File: config.mk
export PLATFORM = sky130hd
export DESIGN_NAME = ccg_top
export DESIGN_NICKNAME = d
export VERILOG_FILES = /design/src/rtl/ccg_pkg.sv /design/src/rtl/ccg_top.sv
export SDC_FILE = /design/constraint.sdc
export NUM_CORES = 1
export LEC_CHECK = 0
export CORE_MARGIN = 2
export CORE_UTILIZATION = 40
export DETAILED_ROUTE_END_ITERATION = 6
export DONT_BUFFER_PORTS = 1
export SLEW_MARGIN = 20
export SYNTH_ARGS = -nofsm -noshare
export SYNTH_HDL_FRONTEND = slang
export SYNTH_SLANG_ARGS = --single-unit
File: constraint.sdc
create_clock -name CLK_IN -period 21.1 [get_ports CLK_IN]
set_clock_uncertainty 0.15 [all_clocks]
set_input_delay 1.055 -clock CLK_IN [delete_from_list [all_inputs] [get_ports CLK_IN]]
set_output_delay 1.055 -clock CLK_IN [all_outputs]
set_load 0.05 [all_outputs]
File: src/rtl/ccg_pkg.sv
// shared constants for the crane game claw and configuration controller
package ccg_pkg;
  localparam int CLK_HZ = 10_000_000;
  localparam int SHOW_ZERO_MS = 500;
  localparam int SHOW_RATE_MS = 800;
  localparam int SHOW_BLANK_MS = 800;
  localparam int STEP_MS = 800;
  localparam int SHOW_ZERO_CYC = SHOW_ZERO_MS * (CLK_HZ / 1000);
  localparam int SHOW_RATE_CYC = SHOW_RATE_MS * (CLK_HZ / 1000);
  localparam int SHOW_BLANK_CYC = SHOW_BLANK_MS * (CLK_HZ / 1000);
  localparam int STEP_CYC = STEP_MS * (CLK_HZ / 1000);
  localparam int METER_ON_MS = 50;
  localparam int METER_OFF_MS = 50;
  localparam int METER_ON_CYC = METER_ON_MS * (CLK_HZ / 1000);
  localparam int METER_OFF_CYC = METER_OFF_MS * (CLK_HZ / 1000);
  localparam int BILL_PULSES = 4;
  localparam int CREDITS_PER_PLAY_X4 = 4;
  localparam int RATE_MULT = 10;
  // two digits on the display, one and one
  localparam logic [7:0] PRIZE_TEST_SHOW = 8'h11;
  // game option bank bits
  localparam int GO_CENTER = 0;
  localparam int GO_SHOW_PLAYS = 1;
  localparam int GO_ALARM = 2;
  localparam int GO_MULT = 3;
  localparam int GO_FREE = 7;
  // credit option bank bits
  localparam int CO_FOUR = 2;
  // test option bank bits
  localparam int TO_CLEAR_CREDITS = 0;
  localparam int TO_LOW_TEST = 2;
  localparam int TO_MID_TEST = 3;
  localparam int TO_HIGH_TEST = 4;
  localparam int TO_NO_ATTRACT = 5;
  localparam int TO_PRIZE_TEST = 6;
  localparam int TO_UNTIL_WIN = 7;
  localparam logic [7:0] WEIGHT [8] = '{8'h01, 8'h02, 8'h03, 8'h05, 8'h0A, 8'h14, 8'h1E, 8'h32};
  typedef enum logic [1:0] {CCG_OFF, CCG_HIGH, CCG_MIDDLE, CCG_LOW} ccg_level_t;
endpackage

File: src/rtl/ccg_top.sv
// crane game claw strength sequencing, option decoding, meters and power-on display
// What this block does
// (RQ1) one of three claw strengths driven
// (RQ2) catch lowers claw; contact or recatch closes
// (RQ3) first close and rise uses high
// (RQ4) near top switches to middle
// (RQ5) top in normal game: low until home
// (RQ6) payout game: high, middle, high again
// (RQ7) single test bit holds claw closed
// (RQ8) no test bits: normal game play
// (RQ9) coin meter pulses once per coin
// (RQ10) bill meter pulses four per dollar
// (RQ11) prize meter pulses once per prize
// (RQ12) centering bit moves gantry to center
// (RQ13) display bit selects credits or plays
// (RQ14) alarm bit gates error alarm
// (RQ15) multiplier bit scales win rate by ten
// (RQ16) power-on display 00, rate, 00, countdown
// (RQ17) free play needs no credits
// (RQ18) four-credit bit costs four per play
// (RQ19) memory bit clears credits at reset
// (RQ20) attract bit set disables attract
// (RQ21) prize test shows 11, led follows beam
// (RQ22) play until win keeps same credit
// (RQ23) win rate is weighted switch sum
// (RQ24) switches sampled at reset release
`timescale 1ns/100ps
module ccg_top #(
  parameter int SHOW_ZERO_CYC = ccg_pkg::SHOW_ZERO_CYC,
  parameter int SHOW_RATE_CYC = ccg_pkg::SHOW_RATE_CYC,
  parameter int SHOW_BLANK_CYC = ccg_pkg::SHOW_BLANK_CYC,
  parameter int STEP_CYC = ccg_pkg::STEP_CYC,
  parameter int METER_ON_CYC = ccg_pkg::METER_ON_CYC,
  parameter int METER_OFF_CYC = ccg_pkg::METER_OFF_CYC
) (
  input wire logic CLK_IN,
  input wire logic RST_IN,
  input wire logic [7:0] WIN_RATE_SWITCH_BANK_IN,
  input wire logic [7:0] GAME_OPTION_SWITCH_BANK_IN,
  input wire logic [7:0] CREDIT_OPTION_SWITCH_BANK_IN,
  input wire logic [7:0] TEST_OPTION_SWITCH_BANK_IN,
  input wire logic CATCH_IN,
  input wire logic BOTTOM_HIT_IN,
  input wire logic NEAR_TOP_IN,
  input wire logic TOP_LIMIT_IN,
  input wire logic HOME_IN,
  input wire logic PAYOUT_IN,
  input wire logic COIN_IN,
  input wire logic BILL_DOLLAR_IN,
  input wire logic PRIZE_BEAM_IN,
  input wire logic ERROR_IN,
  output logic [1:0] CLAW_LEVEL_OUT,
  output logic CLAW_DOWN_OUT,
  output logic CLAW_UP_OUT,
  output logic GAME_ACTIVE_OUT,
  output logic CENTER_GANTRY_OUT,
  output logic [7:0] DISPLAY_OUT,
  output logic ALARM_OUT,
  output logic ATTRACT_OUT,
  output logic PRIZE_SENSOR_LED_OUT,
  output logic COIN_METER_OUT,
  output logic BILL_METER_OUT,
  output logic PRIZE_METER_OUT,
  output logic [15:0] CREDITS_OUT,
  output logic [10:0] WIN_RATE_OUT
);
  typedef enum logic [2:0] {CCG_IDLE, CCG_DROP, CCG_RISE, CCG_NEAR, CCG_CARRY, CCG_TEST} ccg_claw_t;
  typedef enum logic [1:0] {CCG_PZERO, CCG_PRATE, CCG_PBLANK, CCG_PCOUNT} ccg_pwr_t;

  ////////////////////////////////////////////////////////////////////////////
  // switch capture while reset is held, frozen after release
  logic [7:0] rate_sw_r, game_sw_r, credit_sw_r, test_sw_r;
  // a switch moved during play has no effect until the next reset
  always_ff @(posedge CLK_IN) begin
    if (RST_IN) begin
      rate_sw_r <= WIN_RATE_SWITCH_BANK_IN; // [RQ24]
      game_sw_r <= GAME_OPTION_SWITCH_BANK_IN;
      credit_sw_r <= CREDIT_OPTION_SWITCH_BANK_IN;
      test_sw_r <= TEST_OPTION_SWITCH_BANK_IN;
    end
  end

  logic [2:0] test_bits;
  logic test_mode;
  ccg_pkg::ccg_level_t test_level;
  assign test_bits = {test_sw_r[ccg_pkg::TO_HIGH_TEST], test_sw_r[ccg_pkg::TO_MID_TEST],
                      test_sw_r[ccg_pkg::TO_LOW_TEST]};
  assign test_mode = (test_bits != 3'h0); // [RQ8]
  // two or more test bits leave the claw unpowered rather than guess a level
  always_comb begin
    unique case (test_bits) // [RQ7]
      3'h4: test_level = ccg_pkg::CCG_HIGH;
      3'h2: test_level = ccg_pkg::CCG_MIDDLE;
      3'h1: test_level = ccg_pkg::CCG_LOW;
      default: test_level = ccg_pkg::CCG_OFF;
    endcase
  end

  ////////////////////////////////////////////////////////////////////////////
  // win rate: weighted sum per bit, times ten when the multiplier is on
  logic [7:0] part [8];
  logic [10:0] sum_nxt [9];
  assign sum_nxt[0] = 11'h000;
  generate
    for (genvar i = 0; i < 8; i++) begin : g_w
      assign part[i] = rate_sw_r[i] ? ccg_pkg::WEIGHT[i] : 8'h00; // [RQ23]
      assign sum_nxt[i + 1] = sum_nxt[i] + {3'h0, part[i]};
    end
  endgenerate
  logic [10:0] rate_nxt;
  assign rate_nxt = game_sw_r[ccg_pkg::GO_MULT] ? 11'(sum_nxt[8] * 11'(ccg_pkg::RATE_MULT)) : sum_nxt[8]; // [RQ15]
  // valid one edge after release, once the captured switches have settled
  always_ff @(posedge CLK_IN) begin
    if (RST_IN)
      WIN_RATE_OUT <= 11'h000;
    else
      WIN_RATE_OUT <= rate_nxt;
  end

  ////////////////////////////////////////////////////////////////////////////
  // power-on display sequence
  ccg_pwr_t pwr_r;
  logic [23:0] pcnt_r;
  logic [7:0] count_digit_r;
  logic pwr_done;
  // the countdown stops at 00 and games stay locked out until then
  assign pwr_done = (pwr_r == CCG_PCOUNT) && (count_digit_r == 8'h00);
  always_ff @(posedge CLK_IN) begin
    if (RST_IN) begin
      pwr_r <= CCG_PZERO;
      pcnt_r <= 24'h000000;
      count_digit_r <= 8'h99;
    end else begin
      pcnt_r <= pcnt_r + 24'h000001;
      unique case (pwr_r) // [RQ16]
        CCG_PZERO: if (pcnt_r == 24'(SHOW_ZERO_CYC - 1)) begin
          pwr_r <= CCG_PRATE;
          pcnt_r <= 24'h000000;
        end
        CCG_PRATE: if (pcnt_r == 24'(SHOW_RATE_CYC - 1)) begin
          pwr_r <= CCG_PBLANK;
          pcnt_r <= 24'h000000;
        end
        CCG_PBLANK: if (pcnt_r == 24'(SHOW_BLANK_CYC - 1)) begin
          pwr_r <= CCG_PCOUNT;
          pcnt_r <= 24'h000000;
        end
        CCG_PCOUNT: begin
          if (count_digit_r == 8'h00)
            pcnt_r <= 24'h000000;
          else if (pcnt_r == 24'(STEP_CYC - 1)) begin
            pcnt_r <= 24'h000000;
            count_digit_r <= count_digit_r - 8'h11;
          end
        end
      endcase
    end
  end

  // hundreds of the win rate as two BCD digits
  logic [7:0] hundreds;
  logic [3:0] h_bin;
  // the rate tops out at 1210, so the hundreds never pass 12
  assign h_bin = 4'(rate_nxt / 11'h064);
  assign hundreds = (h_bin >= 4'hA) ? {4'h1, 4'(h_bin - 4'hA)} : {4'h0, h_bin};

  ////////////////////////////////////////////////////////////////////////////
  // credits: memory kept through reset unless the clear bit asks otherwise
  logic [15:0] cost;
  logic can_play, start_game, won_r, coin_d_r, bill_d_r, beam_d_r;
  logic coin_ev, bill_ev, prize_ev;
  logic catch_d_r, catch_ev;
  ccg_claw_t claw_r;
  // catch acts on its press, so a held button neither restarts a game nor closes the claw
  assign catch_ev = CATCH_IN & ~catch_d_r;
  assign coin_ev = COIN_IN & ~coin_d_r;
  assign bill_ev = BILL_DOLLAR_IN & ~bill_d_r;
  assign prize_ev = PRIZE_BEAM_IN & ~beam_d_r;
  assign cost = credit_sw_r[ccg_pkg::CO_FOUR] ? 16'(ccg_pkg::CREDITS_PER_PLAY_X4) : 16'h0001; // [RQ18]
  assign can_play = game_sw_r[ccg_pkg::GO_FREE] || (CREDITS_OUT >= cost); // [RQ17]
  // outside free play a start needs the full cost on hand, so the count never wraps below zero
  assign start_game = (claw_r == CCG_IDLE) && !test_mode && pwr_done && catch_ev && can_play;
  always_ff @(posedge CLK_IN) begin
    catch_d_r <= RST_IN ? 1'b0 : CATCH_IN;
    coin_d_r <= RST_IN ? 1'b0 : COIN_IN;
    bill_d_r <= RST_IN ? 1'b0 : BILL_DOLLAR_IN;
    beam_d_r <= RST_IN ? 1'b0 : PRIZE_BEAM_IN;
  end
  // credits stay unknown-free: cleared once at first reset by the bench or by the clear bit
  always_ff @(posedge CLK_IN) begin
    if (RST_IN) begin
      if (TEST_OPTION_SWITCH_BANK_IN[ccg_pkg::TO_CLEAR_CREDITS])
        CREDITS_OUT <= 16'h0000; // [RQ19]
    end else begin
      // a game start that skips charging keeps the credit for play until win
      if (start_game && !game_sw_r[ccg_pkg::GO_FREE] && !(test_sw_r[ccg_pkg::TO_UNTIL_WIN] && !won_r))
        CREDITS_OUT <= CREDITS_OUT - cost + (coin_ev ? 16'h0001 : 16'h0000); // [RQ18] [RQ22]
      else if (coin_ev)
        CREDITS_OUT <= CREDITS_OUT + 16'h0001;
    end
  end
  // until-win: first game charges, later games ride free until a prize lands
  always_ff @(posedge CLK_IN) begin
    if (RST_IN)
      won_r <= 1'b1;
    else if (prize_ev)
      won_r <= 1'b1; // [RQ22]
    else if (start_game)
      won_r <= 1'b0;
  end

  ////////////////////////////////////////////////////////////////////////////
  // claw sequencing
  // payout is latched at start so a change mid-game cannot split the sequence
  logic payout_r;
  always_ff @(posedge CLK_IN) begin
    if (RST_IN) begin
      claw_r <= CCG_IDLE;
      payout_r <= 1'b0;
      CLAW_LEVEL_OUT <= ccg_pkg::CCG_OFF;
      CLAW_DOWN_OUT <= 1'b0;
      CLAW_UP_OUT <= 1'b0;
    end else begin
      unique case (claw_r)
        CCG_IDLE: begin
          CLAW_LEVEL_OUT <= ccg_pkg::CCG_OFF;
          // the test bits are frozen, so test mode holds until the next reset
          if (test_mode) begin
            claw_r <= CCG_TEST;
          end else if (start_game) begin
            claw_r <= CCG_DROP; // [RQ2]
            payout_r <= PAYOUT_IN;
            CLAW_DOWN_OUT <= 1'b1;
          end
        end
        CCG_DROP: if (BOTTOM_HIT_IN || catch_ev) begin
          claw_r <= CCG_RISE; // [RQ2]
          CLAW_DOWN_OUT <= 1'b0;
          CLAW_UP_OUT <= 1'b1;
          CLAW_LEVEL_OUT <= ccg_pkg::CCG_HIGH; // [RQ3] [RQ1]
        end
        CCG_RISE: if (NEAR_TOP_IN) begin
          claw_r <= CCG_NEAR;
          CLAW_LEVEL_OUT <= ccg_pkg::CCG_MIDDLE; // [RQ4]
        end
        CCG_NEAR: if (TOP_LIMIT_IN) begin
          claw_r <= CCG_CARRY;
          CLAW_UP_OUT <= 1'b0;
          CLAW_LEVEL_OUT <= payout_r ? ccg_pkg::CCG_HIGH : ccg_pkg::CCG_LOW; // [RQ5] [RQ6]
        end
        CCG_CARRY: if (HOME_IN) begin
          claw_r <= CCG_IDLE;
          CLAW_LEVEL_OUT <= ccg_pkg::CCG_OFF; // [RQ5]
        end
        CCG_TEST: CLAW_LEVEL_OUT <= test_level; // [RQ7]
        default: claw_r <= CCG_IDLE;
      endcase
    end
  end

  ////////////////////////////////////////////////////////////////////////////
  // options, display and indicators
  always_ff @(posedge CLK_IN) begin
    if (RST_IN) begin
      GAME_ACTIVE_OUT <= 1'b0;
      CENTER_GANTRY_OUT <= 1'b0;
      ALARM_OUT <= 1'b0;
      ATTRACT_OUT <= 1'b0;
      PRIZE_SENSOR_LED_OUT <= 1'b0;
      DISPLAY_OUT <= 8'h00;
    end else begin
      GAME_ACTIVE_OUT <= (claw_r != CCG_IDLE) && (claw_r != CCG_TEST);
      CENTER_GANTRY_OUT <= start_game && game_sw_r[ccg_pkg::GO_CENTER]; // [RQ12]
      ALARM_OUT <= ERROR_IN && game_sw_r[ccg_pkg::GO_ALARM]; // [RQ14]
      ATTRACT_OUT <= !test_sw_r[ccg_pkg::TO_NO_ATTRACT] && (claw_r == CCG_IDLE) && pwr_done; // [RQ20]
      PRIZE_SENSOR_LED_OUT <= test_sw_r[ccg_pkg::TO_PRIZE_TEST] && PRIZE_BEAM_IN; // [RQ21]
      if (test_sw_r[ccg_pkg::TO_PRIZE_TEST])
        DISPLAY_OUT <= 8'(ccg_pkg::PRIZE_TEST_SHOW); // [RQ21]
      else if (pwr_r == CCG_PRATE)
        DISPLAY_OUT <= hundreds; // [RQ16]
      else if (pwr_r != CCG_PCOUNT)
        DISPLAY_OUT <= 8'h00; // [RQ16]
      else if (!pwr_done)
        DISPLAY_OUT <= count_digit_r; // [RQ16]
      // credits and plays show as a binary low byte, not as two decimal digits
      else if (game_sw_r[ccg_pkg::GO_SHOW_PLAYS])
        DISPLAY_OUT <= 8'(CREDITS_OUT / cost); // [RQ13]
      else
        DISPLAY_OUT <= CREDITS_OUT[7:0]; // [RQ13]
    end
  end

  ////////////////////////////////////////////////////////////////////////////
  // meters: pending pulse counts, one timed pulse at a time per meter
  logic [2:0] ev_in;
  logic [2:0] meter_q;
  logic [3:0] add [3];
  assign ev_in = {prize_ev, bill_ev, coin_ev};
  assign add[0] = 4'h1; // [RQ9]
  assign add[1] = 4'(ccg_pkg::BILL_PULSES); // [RQ10]
  assign add[2] = 4'h1; // [RQ11]
  generate
    for (genvar m = 0; m < 3; m++) begin : g_m
      // an 8-bit pending count: a backlog past 255 pulses wraps, dropping 256 of them
      logic [7:0] pend_r;
      logic [19:0] mcnt_r;
      logic on_r;
      always_ff @(posedge CLK_IN) begin
        if (RST_IN) begin
          pend_r <= 8'h00;
          mcnt_r <= 20'h00000;
          on_r <= 1'b0;
        end else begin
          if (mcnt_r != 20'h00000)
            mcnt_r <= mcnt_r - 20'h00001;
          else if (on_r) begin
            on_r <= 1'b0;
            mcnt_r <= 20'(METER_OFF_CYC - 1);
          end else if (pend_r != 8'h00) begin
            on_r <= 1'b1;
            mcnt_r <= 20'(METER_ON_CYC - 1);
          end
          // a new event in the cycle a pulse starts is still counted
          pend_r <= pend_r + (ev_in[m] ? {4'h0, add[m]} : 8'h00)
                    - ((mcnt_r == 20'h00000 && !on_r && pend_r != 8'h00) ? 8'h01 : 8'h00);
        end
      end
      assign meter_q[m] = on_r;
    end
  endgenerate
  always_ff @(posedge CLK_IN) begin
    if (RST_IN) begin
      COIN_METER_OUT <= 1'b0;
      BILL_METER_OUT <= 1'b0;
      PRIZE_METER_OUT <= 1'b0;
    end else begin
      COIN_METER_OUT <= meter_q[0];
      BILL_METER_OUT <= meter_q[1];
      PRIZE_METER_OUT <= meter_q[2];
    end
  end
endmodule

# Word-level counts from Yosys, hierarchy flattened
# Index checks and enable logic that the tools add are counted.
[totals] regBits=204 input_bits=44 out_inout_bits=47 wordCells=236
[classes] n_addsub=22 mul=1 div_mod_pow=2 n_lt_le_gt_ge=2 eq_ne=26 mux=71 bitwise=11 n_reduce_logical=63
[op_table] cell="two-way mux 20 bit" n=9
[op_table] cell="two-way mux 24 bit" n=3
[op_table] cell="case mux 24 bit (3 select lines)" n=1
[op_table] cell="two-way mux 16 bit" n=4
[op_table] cell="zero test 20 bit" n=3
[op_table] cell="nonzero test 20 bit" n=3
[op_table] cell="subtractor 20 x 1 -> 20 bit (second input constant)" n=3
[op_table] cell="== test 24 x 23 -> 1 bit (second input constant)" n=2
[op_table] cell="two-way mux 8 bit" n=4
[op_table] cell="two-way mux 3 bit" n=9
[op_table] cell="adder 24 x 1 -> 24 bit (second input constant)" n=1
[op_table] cell="nonzero test 8 bit" n=3
[op_table] cell="subtractor 8 x 1 -> 8 bit" n=3
[op_table] cell="nonzero test 3 bit" n=7
[op_table] cell="logical AND 1 bit" n=20
[op_table] cell="two-way mux 2 bit" n=10
[op_table] cell="two-way mux 5 bit" n=4
[op_table] cell="inequality test 2 bit (second input constant)" n=10
[op_table] cell="two-way mux 1 bit" n=18
[op_table] cell="case mux 3 bit (6 select lines)" n=1
[op_table] cell="adder 16 x 1 -> 16 bit" n=1
[op_table] cell="adder 16 x 1 -> 16 bit (second input constant)" n=1
[op_table] cell="adder 8 x 1 -> 8 bit" n=2
[op_table] cell="divider 16 x 16 -> 16 bit" n=1
[op_table] cell="43 further kinds" n=75

# Longest topological paths before layout
# Gate-level depths: netlist of the first run.
[depth] depth_word=15 depth_mapped=105 depth_no_buf=103

# Least setup slack after synthesis of the first run
# Ideal clock, no wire load.
[synth_path] path_type="flip-flop to flip-flop" from="register credit_sw_r[2]" to="register DISPLAY_OUT[0]" arrival_time_ns=21.329 slack_ns=-0.512 path_stages_with_launch=102 cell_sequence="edfxtp_1 inv_2 ha_1 or4b_1 nor3_2 nor3_1 nand2_1 nand2_1 xnor2_1 ha_1 or3_1 o211a_1 ha_1 nor2b_1 a21boi_0 o211ai_2 and2_1 a21oi_4 [66 not listed] a211oi_4 nand2_1 nand2_1 xor2_1 ha_1 o41a_1 or3_4 nor2_1 nand2_1 nand2_1 xnor2_1 ha_1 nand2b_1 nor4_1 and3_1 o2111ai_1 a211oi_1 o221ai_1"
[synth_between] elab_chain_cells=7
[synth_lines] item="start: declaration" line="ccg_top.sv:72" text="logic [7:0] rate_sw_r, game_sw_r, credit_sw_r, test_sw_r;"
[synth_lines] item="start signal: assignment" line="ccg_top.sv:78" text="credit_sw_r <= CREDIT_OPTION_SWITCH_BANK_IN;"
[synth_lines] item="two-way mux 3 bit" line="ccg_top.sv:179" text="assign cost = credit_sw_r[ccg_pkg::CO_FOUR] ? 16'(ccg_pkg::CREDITS_PER_PLAY_X4) : 16'h0001;"
[synth_lines] item="divider 16 x 16 -> 16 bit" line="ccg_top.sv:287" text="DISPLAY_OUT <= 8'(CREDITS_OUT / cost);"
[synth_lines] item="two-way mux 8 bit" line="ccg_top.sv:286" text="else if (game_sw_r[ccg_pkg::GO_SHOW_PLAYS])"
[synth_lines] item="two-way mux 8 bit" line="ccg_top.sv:283" text="else if (!pwr_done)"
[synth_lines] item="two-way mux 8 bit" line="ccg_top.sv:281" text="else if (pwr_r != CCG_PCOUNT)"
[synth_lines] item="two-way mux 8 bit" line="ccg_top.sv:279" text="else if (pwr_r == CCG_PRATE)"
[synth_lines] item="two-way mux 5 bit" line="ccg_top.sv:277" text="if (test_sw_r[ccg_pkg::TO_PRIZE_TEST])"
[synth_lines] item="end signal: assignment" line="ccg_top.sv:278" text="DISPLAY_OUT <= 8'(ccg_pkg::PRIZE_TEST_SHOW);"
[synth_lines] item="end signal: assignment" line="ccg_top.sv:280" text="DISPLAY_OUT <= hundreds;"
[synth_lines] item="end signal: assignment" line="ccg_top.sv:284" text="DISPLAY_OUT <= count_digit_r;"
[synth_lines] item="end: declaration" line="ccg_top.sv:57" text="output logic [7:0] DISPLAY_OUT,"
# Every way passes these cells.
# A chain may end at the register's enable or synchronous reset.

# Worst setup path in the final report of the first run
# Ends and elaborated chain as after synthesis.

==> flow_summary_export.csv, run 1 <==
group,metric,value,unit
layout,fillers,4004,
critical_path,cp_slowest_stage_delay,540,ps
cts,insertion_delay,450,ps
sta,maxSlewHeadroom,0.368,
cts,cts_buffers,17,
floorplanning,core,40800,µm²
detailed_routing,viasPerCell,5.60,
critical_path,crit_path_top_delay_cell,"or4b_1",
global_routing,grt_max_degree,149,
placed_design,portBuffers,0,
synth,synth_edf_count,36,
layout,area_growth_syn_to_layout,11.0,%
detailed_routing,vias,14564,
critical_path,worstReg2RegStart,"credit_sw_r[2]",
floorplanning,die_area,43000,µm²
global_routing,overflow,0,
global_routing,grt_usage,0.188,
sta,finalSetupViolCount,0,
global_routing,antenna_found_initial,0,
detailed_routing,drc,0,
floorplanning,row_count,74,
cts,cts_root_buf,"clkbuf_16",
critical_path,r2r_end,"DISPLAY_OUT[0]",
synth,avgSynthCellArea,8.22,µm²
floorplanning,pin_count,91,
detailed_routing,wl,41200,µm
worst_hold_path,min_path_type,"flop to flop",
sta,max_freq,0.0500,GHz
synth,synth.distinct_cells,128,
critical_path,critPathArrivalTime,20170,ps
cts,ctsLongestPathBuffers,2,
detailed_routing,drt_iter0_drc,942,
critical_path,end_kind,"flop",
sta,period_needed,20000,ps
detailed_routing,dr.pass1.iters,5,
synth,async_flop_share,0,
synth,ys.flop_type,"dfxtp_1",
global_routing,grt_pass1_vias,13896,
sta,tightest_slew,948,ps
critical_path,start_kind,"flop",
synth,ys_seq_elements,197,
job,drv_cap,0,
critical_path,worst-setup-path-type,"flop to flop",
placed_design,gp_congestion,0.884,
cts,cts_tree,"built",
layout,drive_gt1_frac,0.115,
critical_path,worstPathRequired,21270,ps
layout,most-common-layout-cells,"nor2_1 (289), dfxtp_1 (161), ha_1 (149)",
layout,n_antenna_cell,0,
cts,ctsHtreeMaxLevel,4,
critical_path,cp-startpoint,"credit_sw_r[2]",
synth,synth_nets,2220,
worst_hold_path,hold_end,"ATTRACT_OUT",
floorplanning,fp.dieH,207,µm
sta,slew_viol_final,0,
placed_design,dp_cells,2551,
global_routing,grt_pass1_wl,69000,µm
cts,clock-sinks,197,
outcome,status,"finished, final reports clean",
floorplanning,initial_utilization,0.405,
detailed_routing,wl_per_cell,15.8,µm
critical_path,cp_common_cell,"ha_1",
cts,clkTransAtPathRegs,70,ps
synth,synth_cells,2013,
layout,instances_no_fill,2603,
synth,synth_area,16500,µm²
synth,yosysSeqAreaShare,0.260,
critical_path,ff2ff_path_depth,99,
critical_path,rrSetupSlack,1100,ps
layout,final_nets,2265,
sta,final_hold_viol_count,0,
worst_hold_path,hp-start,"test_sw_r[5]",
critical_path,cp_max_fo,9,
sta,min_period_over_period,0.948,
synth,yosysWarnings,0,
floorplanning,die_x,207,µm
detailed_routing,ant_nets,0,
worst_hold_path,whs_path_depth,1,
placed_design,hpwl,31100,µm
layout,layout_commonest_cell,"nor2_1",
state kept, by name (all words and copies together) (netlist names), 6 cells and up:
register and flops:
pcnt_r 24, count_digit_r 8, g_m.pend_r 24, rate_sw_r 8
DISPLAY_OUT 8, CREDITS_OUT 16, test_sw_r 6, g_m.mcnt_r 60
WIN_RATE_OUT 11
critical path: cells and delay by family, from the launching register on:
family	cells	cell delay (ps)
fa+ha+maj	15	4430
mux	3	680
buf+inv	5	520
flops	1	430
compound gates	28	5030
xor+xnor	11	1820
simple gates	37	6770
stage by stage:
step | hold slack, ps | setup WS [ps] | setup TNS, ps | util | cell area [µm²]
2_1_floorplan | 239 | 2.49 | 0 | - | 16600
3_3_place_gp | 246 | 229 | 0 | 0.428 | 17500
3_5_place_dp | 251 | -136 | -136 | 0.428 | 17500
4_1_cts | 263 | 9.56 | 0 | 0.442 | 18100
5_1_grt | 279 | -158 | -158 | 0.450 | 18400
6_report | 268 | 1100 | 0 | 0.450 | 18400
worst max-delay path by stage:
stage / slack (ps) / cells past startpoint / to
2_1_floorplan: 2 / 101 / DISPLAY_OUT[0]
3_3_place_gp: 230 / 98 / DISPLAY_OUT[0]
3_5_place_dp: -140 / 98 / DISPLAY_OUT[0]
4_1_cts: 10 / 98 / DISPLAY_OUT[0]
5_1_grt: -160 / 100 / DISPLAY_OUT[0]
6_report: 1100 / 99 / DISPLAY_OUT[0]
layout make-up:
| type | instances | area [µm²] | share of cell area |
|---|---|---|---|
| Clock buffer | 19 | 433 | 0.0236 |
| Clock inverter | 13 | 141 | 0.00770 |
| Inverter | 121 | 457 | 0.0249 |
| Multi-Input combinational cell | 1641 | 11800 | 0.641 |
| Sequential cell | 197 | 4300 | 0.234 |
| Tap cell | 532 | 666 | 0.0362 |
| Timing Repair Buffer | 80 | 601 | 0.0327 |
Yosys cell counts, types with 7 or more instances:
| cell | instances | area [µm²] |
|---|---|---|
| ha_1 | 152 | 1900 |
| xor2_1 | 71 | 622 |
| nor4_1 | 31 | 194 |
| o2111ai_1 | 7 | 61.3 |
| a31oi_1 | 18 | 113 |
| or4_1 | 10 | 75.1 |
| xnor2_1 | 97 | 850 |
| nor2_1 | 294 | 1100 |
| nand2_1 | 133 | 499 |
| nand4_1 | 17 | 106 |
| o21ai_1 | 9 | 45.0 |
| mux2_2 | 10 | 113 |
| fa_1 | 11 | 220 |
| nand3_1 | 63 | 315 |
| nand2b_1 | 31 | 194 |
| dfxtp_1 | 161 | 3220 |
| nor3_1 | 47 | 235 |
| clkbuf_1 | 43 | 161 |
| o22ai_1 | 7 | 43.8 |
| a211oi_1 | 36 | 270 |
| edfxtp_1 | 36 | 1080 |
| o21a_1 | 11 | 82.6 |
| or2_2 | 20 | 125 |
| and2_1 | 21 | 131 |
| o21ai_0 | 55 | 275 |
| o21bai_1 | 11 | 82.6 |
| or3_1 | 25 | 156 |
| nand3b_1 | 7 | 52.6 |
| mux2i_1 | 30 | 300 |
| nor4b_1 | 8 | 70.1 |
| nor3b_1 | 10 | 75.1 |
| inv_1 | 120 | 450 |
| a211o_1 | 10 | 87.6 |
| nor2b_1 | 30 | 188 |
| a21o_1 | 18 | 135 |
| o31ai_1 | 14 | 105 |
| a21oi_1 | 116 | 581 |
| and3_1 | 21 | 131 |
layer usage:
layer | up-vias | GRT usage | wire length [µm]
li1 | 7317 | - | -
met2 | 210 | 0.322 | 19500
met4 | 0 | 0.0517 | 605
met1 | 6994 | 0.247 | 19800
met5 | - | 0 | 0
met3 | 43 | 0.0253 | 1400
cell families after synthesis:
| group | after synthesis | synth area share |
|---|---|---|
| xor gates and xnor gates | 169 | 0.0899 |
| muxes | 42 | 0.0265 |
| and+or+nand+nor | 822 | 0.256 |
| buffers and inverters | 175 | 0.0413 |
| DFF | 197 | 0.260 |
| adders and majority gates | 165 | 0.130 |
| AOI/OAI and AO/OA | 443 | 0.197 |
timing repair:
| item | 4_1_cts | 5_1_grt |
|---|---|---|
| pin swaps | 1 | 18 |
| resized for setup | 2 | 38 |
| gates cloned | 0 | 0 |
| hold buffers | 0 | 0 |
| buffers inserted | 1 | 19 |
| endpoints found under the setup margin | 1 | 2 |
Power of run 1 is left out: the tool's default activity adds up to more than one toggle a clock period on the data nets, which glitch-free logic cannot reach.
==> inputs of run 2 (changes only) <==
--- a/config.mk
+++ b/config.mk
@@ -5,10 +5,13 @@
 export SDC_FILE = /design/constraint.sdc
 export NUM_CORES = 1
 export LEC_CHECK = 0
+export CELL_PAD_IN_SITES_DETAIL_PLACEMENT = 0
+export CELL_PAD_IN_SITES_GLOBAL_PLACEMENT = 1
 export CORE_MARGIN = 2
 export CORE_UTILIZATION = 40
 export DETAILED_ROUTE_END_ITERATION = 6
 export DONT_BUFFER_PORTS = 1
+export PLACE_DENSITY_LB_ADDON = 0.1
 export SLEW_MARGIN = 20
 export SYNTH_ARGS = -nofsm -noshare
 export SYNTH_HDL_FRONTEND = slang
==> run 2 against run 1 <==
  * Non-clock buffer count is 1 higher
  * Critical endpoint unchanged
  * Maximum frequency is 1.1% higher
  * Cell count hardly changed
  * Worst hold slack worse by 3.7 ps
  * Wire length is 2.2% higher
  * Count of clock-buffer cells in the layout is 2 lower
  * Critical path depth is 2 lower
  * Cell area is 0.13% higher
  * Sequential share of layout area hardly changed
  * Setup slack better by 230 ps
==> flow_summary_export.csv, run 2 (synthesized netlist as in run 1, its figures left out) <==
group,metric,value,unit
sta,maxSlewHeadroom,0.294,
detailed_routing,wl,42100,µm
cts,cts_root_buf,"clkbuf_16",
sta,final_hold_viol_count,0,
detailed_routing,vias,14265,
critical_path,worstReg2RegStart,"credit_sw_r[2]",
sta,max_freq,0.0506,GHz
critical_path,critPathArrivalTime,19950,ps
floorplanning,row_count,74,
worst_hold_path,whs_path_depth,1,
critical_path,start_kind,"flop",
critical_path,cp-startpoint,"credit_sw_r[2]",
layout,final_nets,2266,
sta,min_period_over_period,0.937,
cts,ctsHtreeMaxLevel,4,
sta,slew_viol_final,0,
critical_path,end_kind,"flop",
layout,reg_top3,"g_m.mcnt_r (60), g_m.pend_r (24), pcnt_r (24)",
sta,period_needed,19770,ps
layout,n_antenna_cell,0,
detailed_routing,wl_per_cell,16.2,µm
layout,finalInstanceArea,18400,µm²
floorplanning,pin_count,91,
floorplanning,die_x,207,µm
placed_design,hpwl,32500,µm
outcome,status,"finished, final reports clean",
global_routing,grt_usage,0.194,
placed_design,portBuffers,0,
floorplanning,fp.dieH,207,µm
sta,finalSetupViolCount,0,
critical_path,ff2ff_path_depth,97,
global_routing,grt_pass1_vias,13894,
cts,ctsLongestPathBuffers,2,
layout,instances_no_fill,2604,
detailed_routing,drt_iter0_drc,672,
cts,insertion_delay,450,ps
global_routing,overflow,0,
layout,largest_register_ffs,60,
detailed_routing,ant_nets,0,
cts,hold_buffers,0,
cts,clkTransAtPathRegs,80,ps
worst_hold_path,min_path_type,"flop to flop",
placed_design,gp_congestion,0.882,
critical_path,worst-setup-path-type,"flop to flop",
cts,clock-sinks,197,
sta,setup_tns,0,ps
floorplanning,initial_utilization,0.405,
floorplanning,die_area,43000,µm²
cts,cts_tree,"built",
critical_path,cp_slowest_stage_delay,540,ps
cts,cts_buffers,17,
critical_path,crit_end,"DISPLAY_OUT[0]",
critical_path,cp_max_fo,9,
global_routing,grt_max_degree,149,
layout,drive_gt1_frac,0.117,
sta,tightest_slew,1060,ps
critical_path,rrSetupSlack,1330,ps
detailed_routing,drc,0,
global_routing,grt_pass1_wl,70200,µm
layout,area_growth_syn_to_layout,11.1,%
layout,top_register,"g_m.mcnt_r",
critical_path,crit_path_top_delay_cell,"or4b_1",
critical_path,r2r_end,"DISPLAY_OUT[0]",
global_routing,antenna_found_initial,0,
floorplanning,core,40800,µm²
placed_design,placed_area,17500,µm²
layout,layout_commonest_cell,"nor2_1",
detailed_routing,dr.pass1.iters,5,
critical_path,worstPathRequired,21280,ps
layout,most-common-layout-cells,"nor2_1 (290), dfxtp_1 (161), ha_1 (148)",
job,drv_cap,0,
critical_path,cp_common_cell,"ha_1",
detailed_routing,viasPerCell,5.48,
placed_design,dp_cells,2560,
[run 2: changes by cell type in the layout (fill, tap and decap cells not counted), moves of 2 or more]
cell	change
clkinvlp_4	+3
clkbuf_1	-2
nor2_2	-2
nor4_2	+2
xnor2_2	-2
[run 2: per-stage QoR]
step | utilization | hold WS [ps] | setup WS [ps]
floorplan | - | 239 | 2.49
global placement | 0.429 | 241 | 316
detailed placement | 0.429 | 248 | 19.1
CTS | 0.444 | 259 | 21.4
global route | 0.450 | 273 | -130
finish | 0.450 | 265 | 1330
[run 2: layout make-up]
class / count / area, µm²
clock buffers: 17 / 425
clock inverters: 15 / 150
fillers: 4082 / 22400
inverters: 121 / 457
multi-input cells: 1641 / 11800
flip-flops and latches: 197 / 4300
well taps: 532 / 666
repair buffers: 81 / 608
[run 2: layer usage]
metal	GRT usage	up-vias	share of wire
met2	0.330	168	0.48
met1	0.254	6731	0.48
met3	0.0309	36	0.031
met5	0	-	0
met4	0.0552	0	0.016
li1	-	7330	-
[run 2: worst min-delay path by stage]
| stage | from | to |
|---|---|---|
| 2_1_floorplan | test_sw_r[5] | ATTRACT_OUT |
| 3_3_place_gp | test_sw_r[5] | ATTRACT_OUT |
| 3_5_place_dp | test_sw_r[5] | ATTRACT_OUT |
| 4_1_cts | test_sw_r[5] | ATTRACT_OUT |
| 5_1_grt | test_sw_r[5] | ATTRACT_OUT |
| 6_report | test_sw_r[5] | ATTRACT_OUT |
[run 2: critical path: cells and delay by family, from the launching register on]
family | cells | cell delay (ps)
simple gates | 35 | 7000
compound gates | 30 | 5350
fa+ha+maj | 14 | 3980
xor+xnor | 11 | 1850
buf+inv | 5 | 440
mux | 2 | 430
flops | 1 | 430
[run 2: what timing repair did]
action / 4_1_cts / 5_1_grt
buffers inserted: 0 / 12
pin swaps: 0 / 13
setup endpoints to repair: 1 / 2
resized for setup: 2 / 40
Power of run 2 is left out for the same reason.
==> inputs of run 3 (changes only) <==
==> constraint.sdc (replaced) <==
create_clock -name CLK_IN -period 21.1 [get_ports CLK_IN]
set_clock_uncertainty 0.15 [all_clocks]
set_input_delay 2.11 -clock CLK_IN [delete_from_list [all_inputs] [get_ports CLK_IN]]
set_output_delay 2.11 -clock CLK_IN [all_outputs]
set_load 0.05 [all_outputs]
==> run 3 against run 2 <==
  * Cell area is 1.2% higher
  * Global-route usage increased by 0.056 points
  * Maximum frequency shrank 1.1%
  * Utilization up 0.52 points
  * Wire length is 0.38% higher
  * Critical path depth rose by 3
  * Flip-flop and latch count is the same
  * Sequential share of layout area fell by 0.27 points
  * Die area is the same
==> flow_summary_export.csv, run 3 (synthesized netlist as in run 1, its figures left out) <==
group,metric,value,unit
worst_hold_path,hold_end,"ATTRACT_OUT",
floorplanning,fp.dieH,207,µm
detailed_routing,viasPerCell,5.53,
layout,drive_gt1_frac,0.125,
job,drv_cap,0,
cts,cts_buffers,17,
cts,clkTransAtPathRegs,70,ps
floorplanning,row_count,74,
cts,insertion_delay,450,ps
critical_path,critPathArrivalTime,20160,ps
floorplanning,die_x,207,µm
global_routing,grt_pass1_vias,13981,
critical_path,start_kind,"flop",
critical_path,worstReg2RegStart,"credit_sw_r[2]",
placed_design,hpwl,32500,µm
cts,ctsLongestPathBuffers,2,
cts,cts_root_buf,"clkbuf_16",
detailed_routing,drt_iter0_drc,766,
sta,tightest_slew,971,ps
layout,area_growth_syn_to_layout,12.4,%
floorplanning,pin_count,91,
critical_path,ff2ff_path_depth,100,
sta,min_period_over_period,0.947,
worst_hold_path,min_path_type,"flop to flop",
floorplanning,initial_utilization,0.405,
critical_path,rrSetupSlack,1120,ps
detailed_routing,wl,42300,µm
global_routing,grt_pass1_wl,70200,µm
worst_hold_path,whs_path_depth,1,
global_routing,antenna_found_initial,0,
detailed_routing,dr.pass1.iters,5,
sta,slew_viol_final,0,
placed_design,portBuffers,0,
critical_path,r2r_end,"DISPLAY_OUT[0]",
detailed_routing,vias,14463,
layout,final_nets,2276,
critical_path,worstPathRequired,21280,ps
placed_design,gp_congestion,0.897,
global_routing,overflow,0,
critical_path,cp_max_fo,8,
sta,period_needed,19980,ps
cts,cts_tree,"built",
layout,reg_top3,"g_m.mcnt_r (60), g_m.pend_r (24), pcnt_r (24)",
layout,instances_no_fill,2614,
floorplanning,core,40800,µm²
sta,final_hold_viol_count,0,
layout,most-common-layout-cells,"nor2_1 (289), dfxtp_1 (161), ha_1 (146)",
layout,largest_register_ffs,60,
detailed_routing,drc,0,
sta,hold_ws,271,ps
global_routing,grt_usage,0.195,
layout,top_register,"g_m.mcnt_r",
worst_hold_path,hp-start,"test_sw_r[5]",
critical_path,crit_path_top_delay_cell,"or4b_4",
outcome,status,"finished, final reports clean",
critical_path,cp_common_cell,"ha_1",
detailed_routing,wl_per_cell,16.2,µm
layout,layout_commonest_cell,"nor2_1",
sta,maxSlewHeadroom,0.353,
sta,max_freq,0.0500,GHz
cts,clock-sinks,197,
cts,hold_buffers,0,
layout,n_antenna_cell,0,
detailed_routing,ant_nets,0,
cts,ctsHtreeMaxLevel,4,
floorplanning,die_area,43000,µm²
critical_path,end_kind,"flop",
critical_path,cp_slowest_stage_delay,530,ps
critical_path,worst-setup-path-type,"flop to flop",
sta,finalSetupViolCount,0,
global_routing,grt_max_degree,149,
placed_design,dp_cells,2561,
==> run 3: what timing repair did <==
item | CTS | global route
pin swaps | 2 | 23
buffers inserted | 2 | 19
setup endpoints to repair | 1 | 2
resized for setup | 3 | 50
==> run 3: worst max-delay path by stage <==
stage                          from        endpoint  slack, ps  depth (start not counted)
floorplan            credit_sw_r[2]  DISPLAY_OUT[0]          2                        101
global placement     credit_sw_r[2]  DISPLAY_OUT[0]        -40                        100
detailed placement   credit_sw_r[2]  DISPLAY_OUT[0]       -290                         99
CTS                  credit_sw_r[2]  DISPLAY_OUT[0]         30                         99
global route        CREDITS_OUT[12]  DISPLAY_OUT[0]        -90                        102
finish               credit_sw_r[2]  DISPLAY_OUT[0]       1120                        100
==> run 3: metal layers <==
layer,wire length [µm],global-route usage,share of wire,vias up
li1,-,-,-,7351
met1,19800,0.252,0.47,6856
met2,20400,0.338,0.48,219
met3,1590,0.0315,0.037,37
met4,569,0.0461,0.013,0
met5,0,0,0,-
==> run 3: worst max-delay path: cells and delay by family, from the launching register on <==
family / cells / cell delay, ps
xor+xnor: 11 / 1830
buf+inv: 4 / 460
mux: 3 / 740
fa+ha+maj: 15 / 4020
flops: 1 / 430
compound gates: 30 / 5360
simple gates: 37 / 6840
==> run 3: metrics by stage <==
stage | TNS [ps] | utilization | cell area [µm²] | setup WS, ps
6_report | 0 | 0.456 | 18600 | 1120
5_1_grt | -93.1 | 0.456 | 18600 | -93.1
4_1_cts | 0 | 0.446 | 18200 | 27.7
3_5_place_dp | -290 | 0.430 | 17500 | -290
3_3_place_gp | -40.2 | 0.430 | 17500 | -40.2
2_1_floorplan | 0 | - | 16600 | 2.49
==> run 3: layout make-up <==
type                            count  area (µm²)
Clock inverter                     14         214
Tap cell                          532         666
Multi-Input combinational cell   1641       11800
Timing Repair Buffer               91         683
Clock buffer                       18         429
Fill cell                        4021       22200
Inverter                          121         457
Sequential cell                   197        4300
Power of run 3 is left out for the same reason.
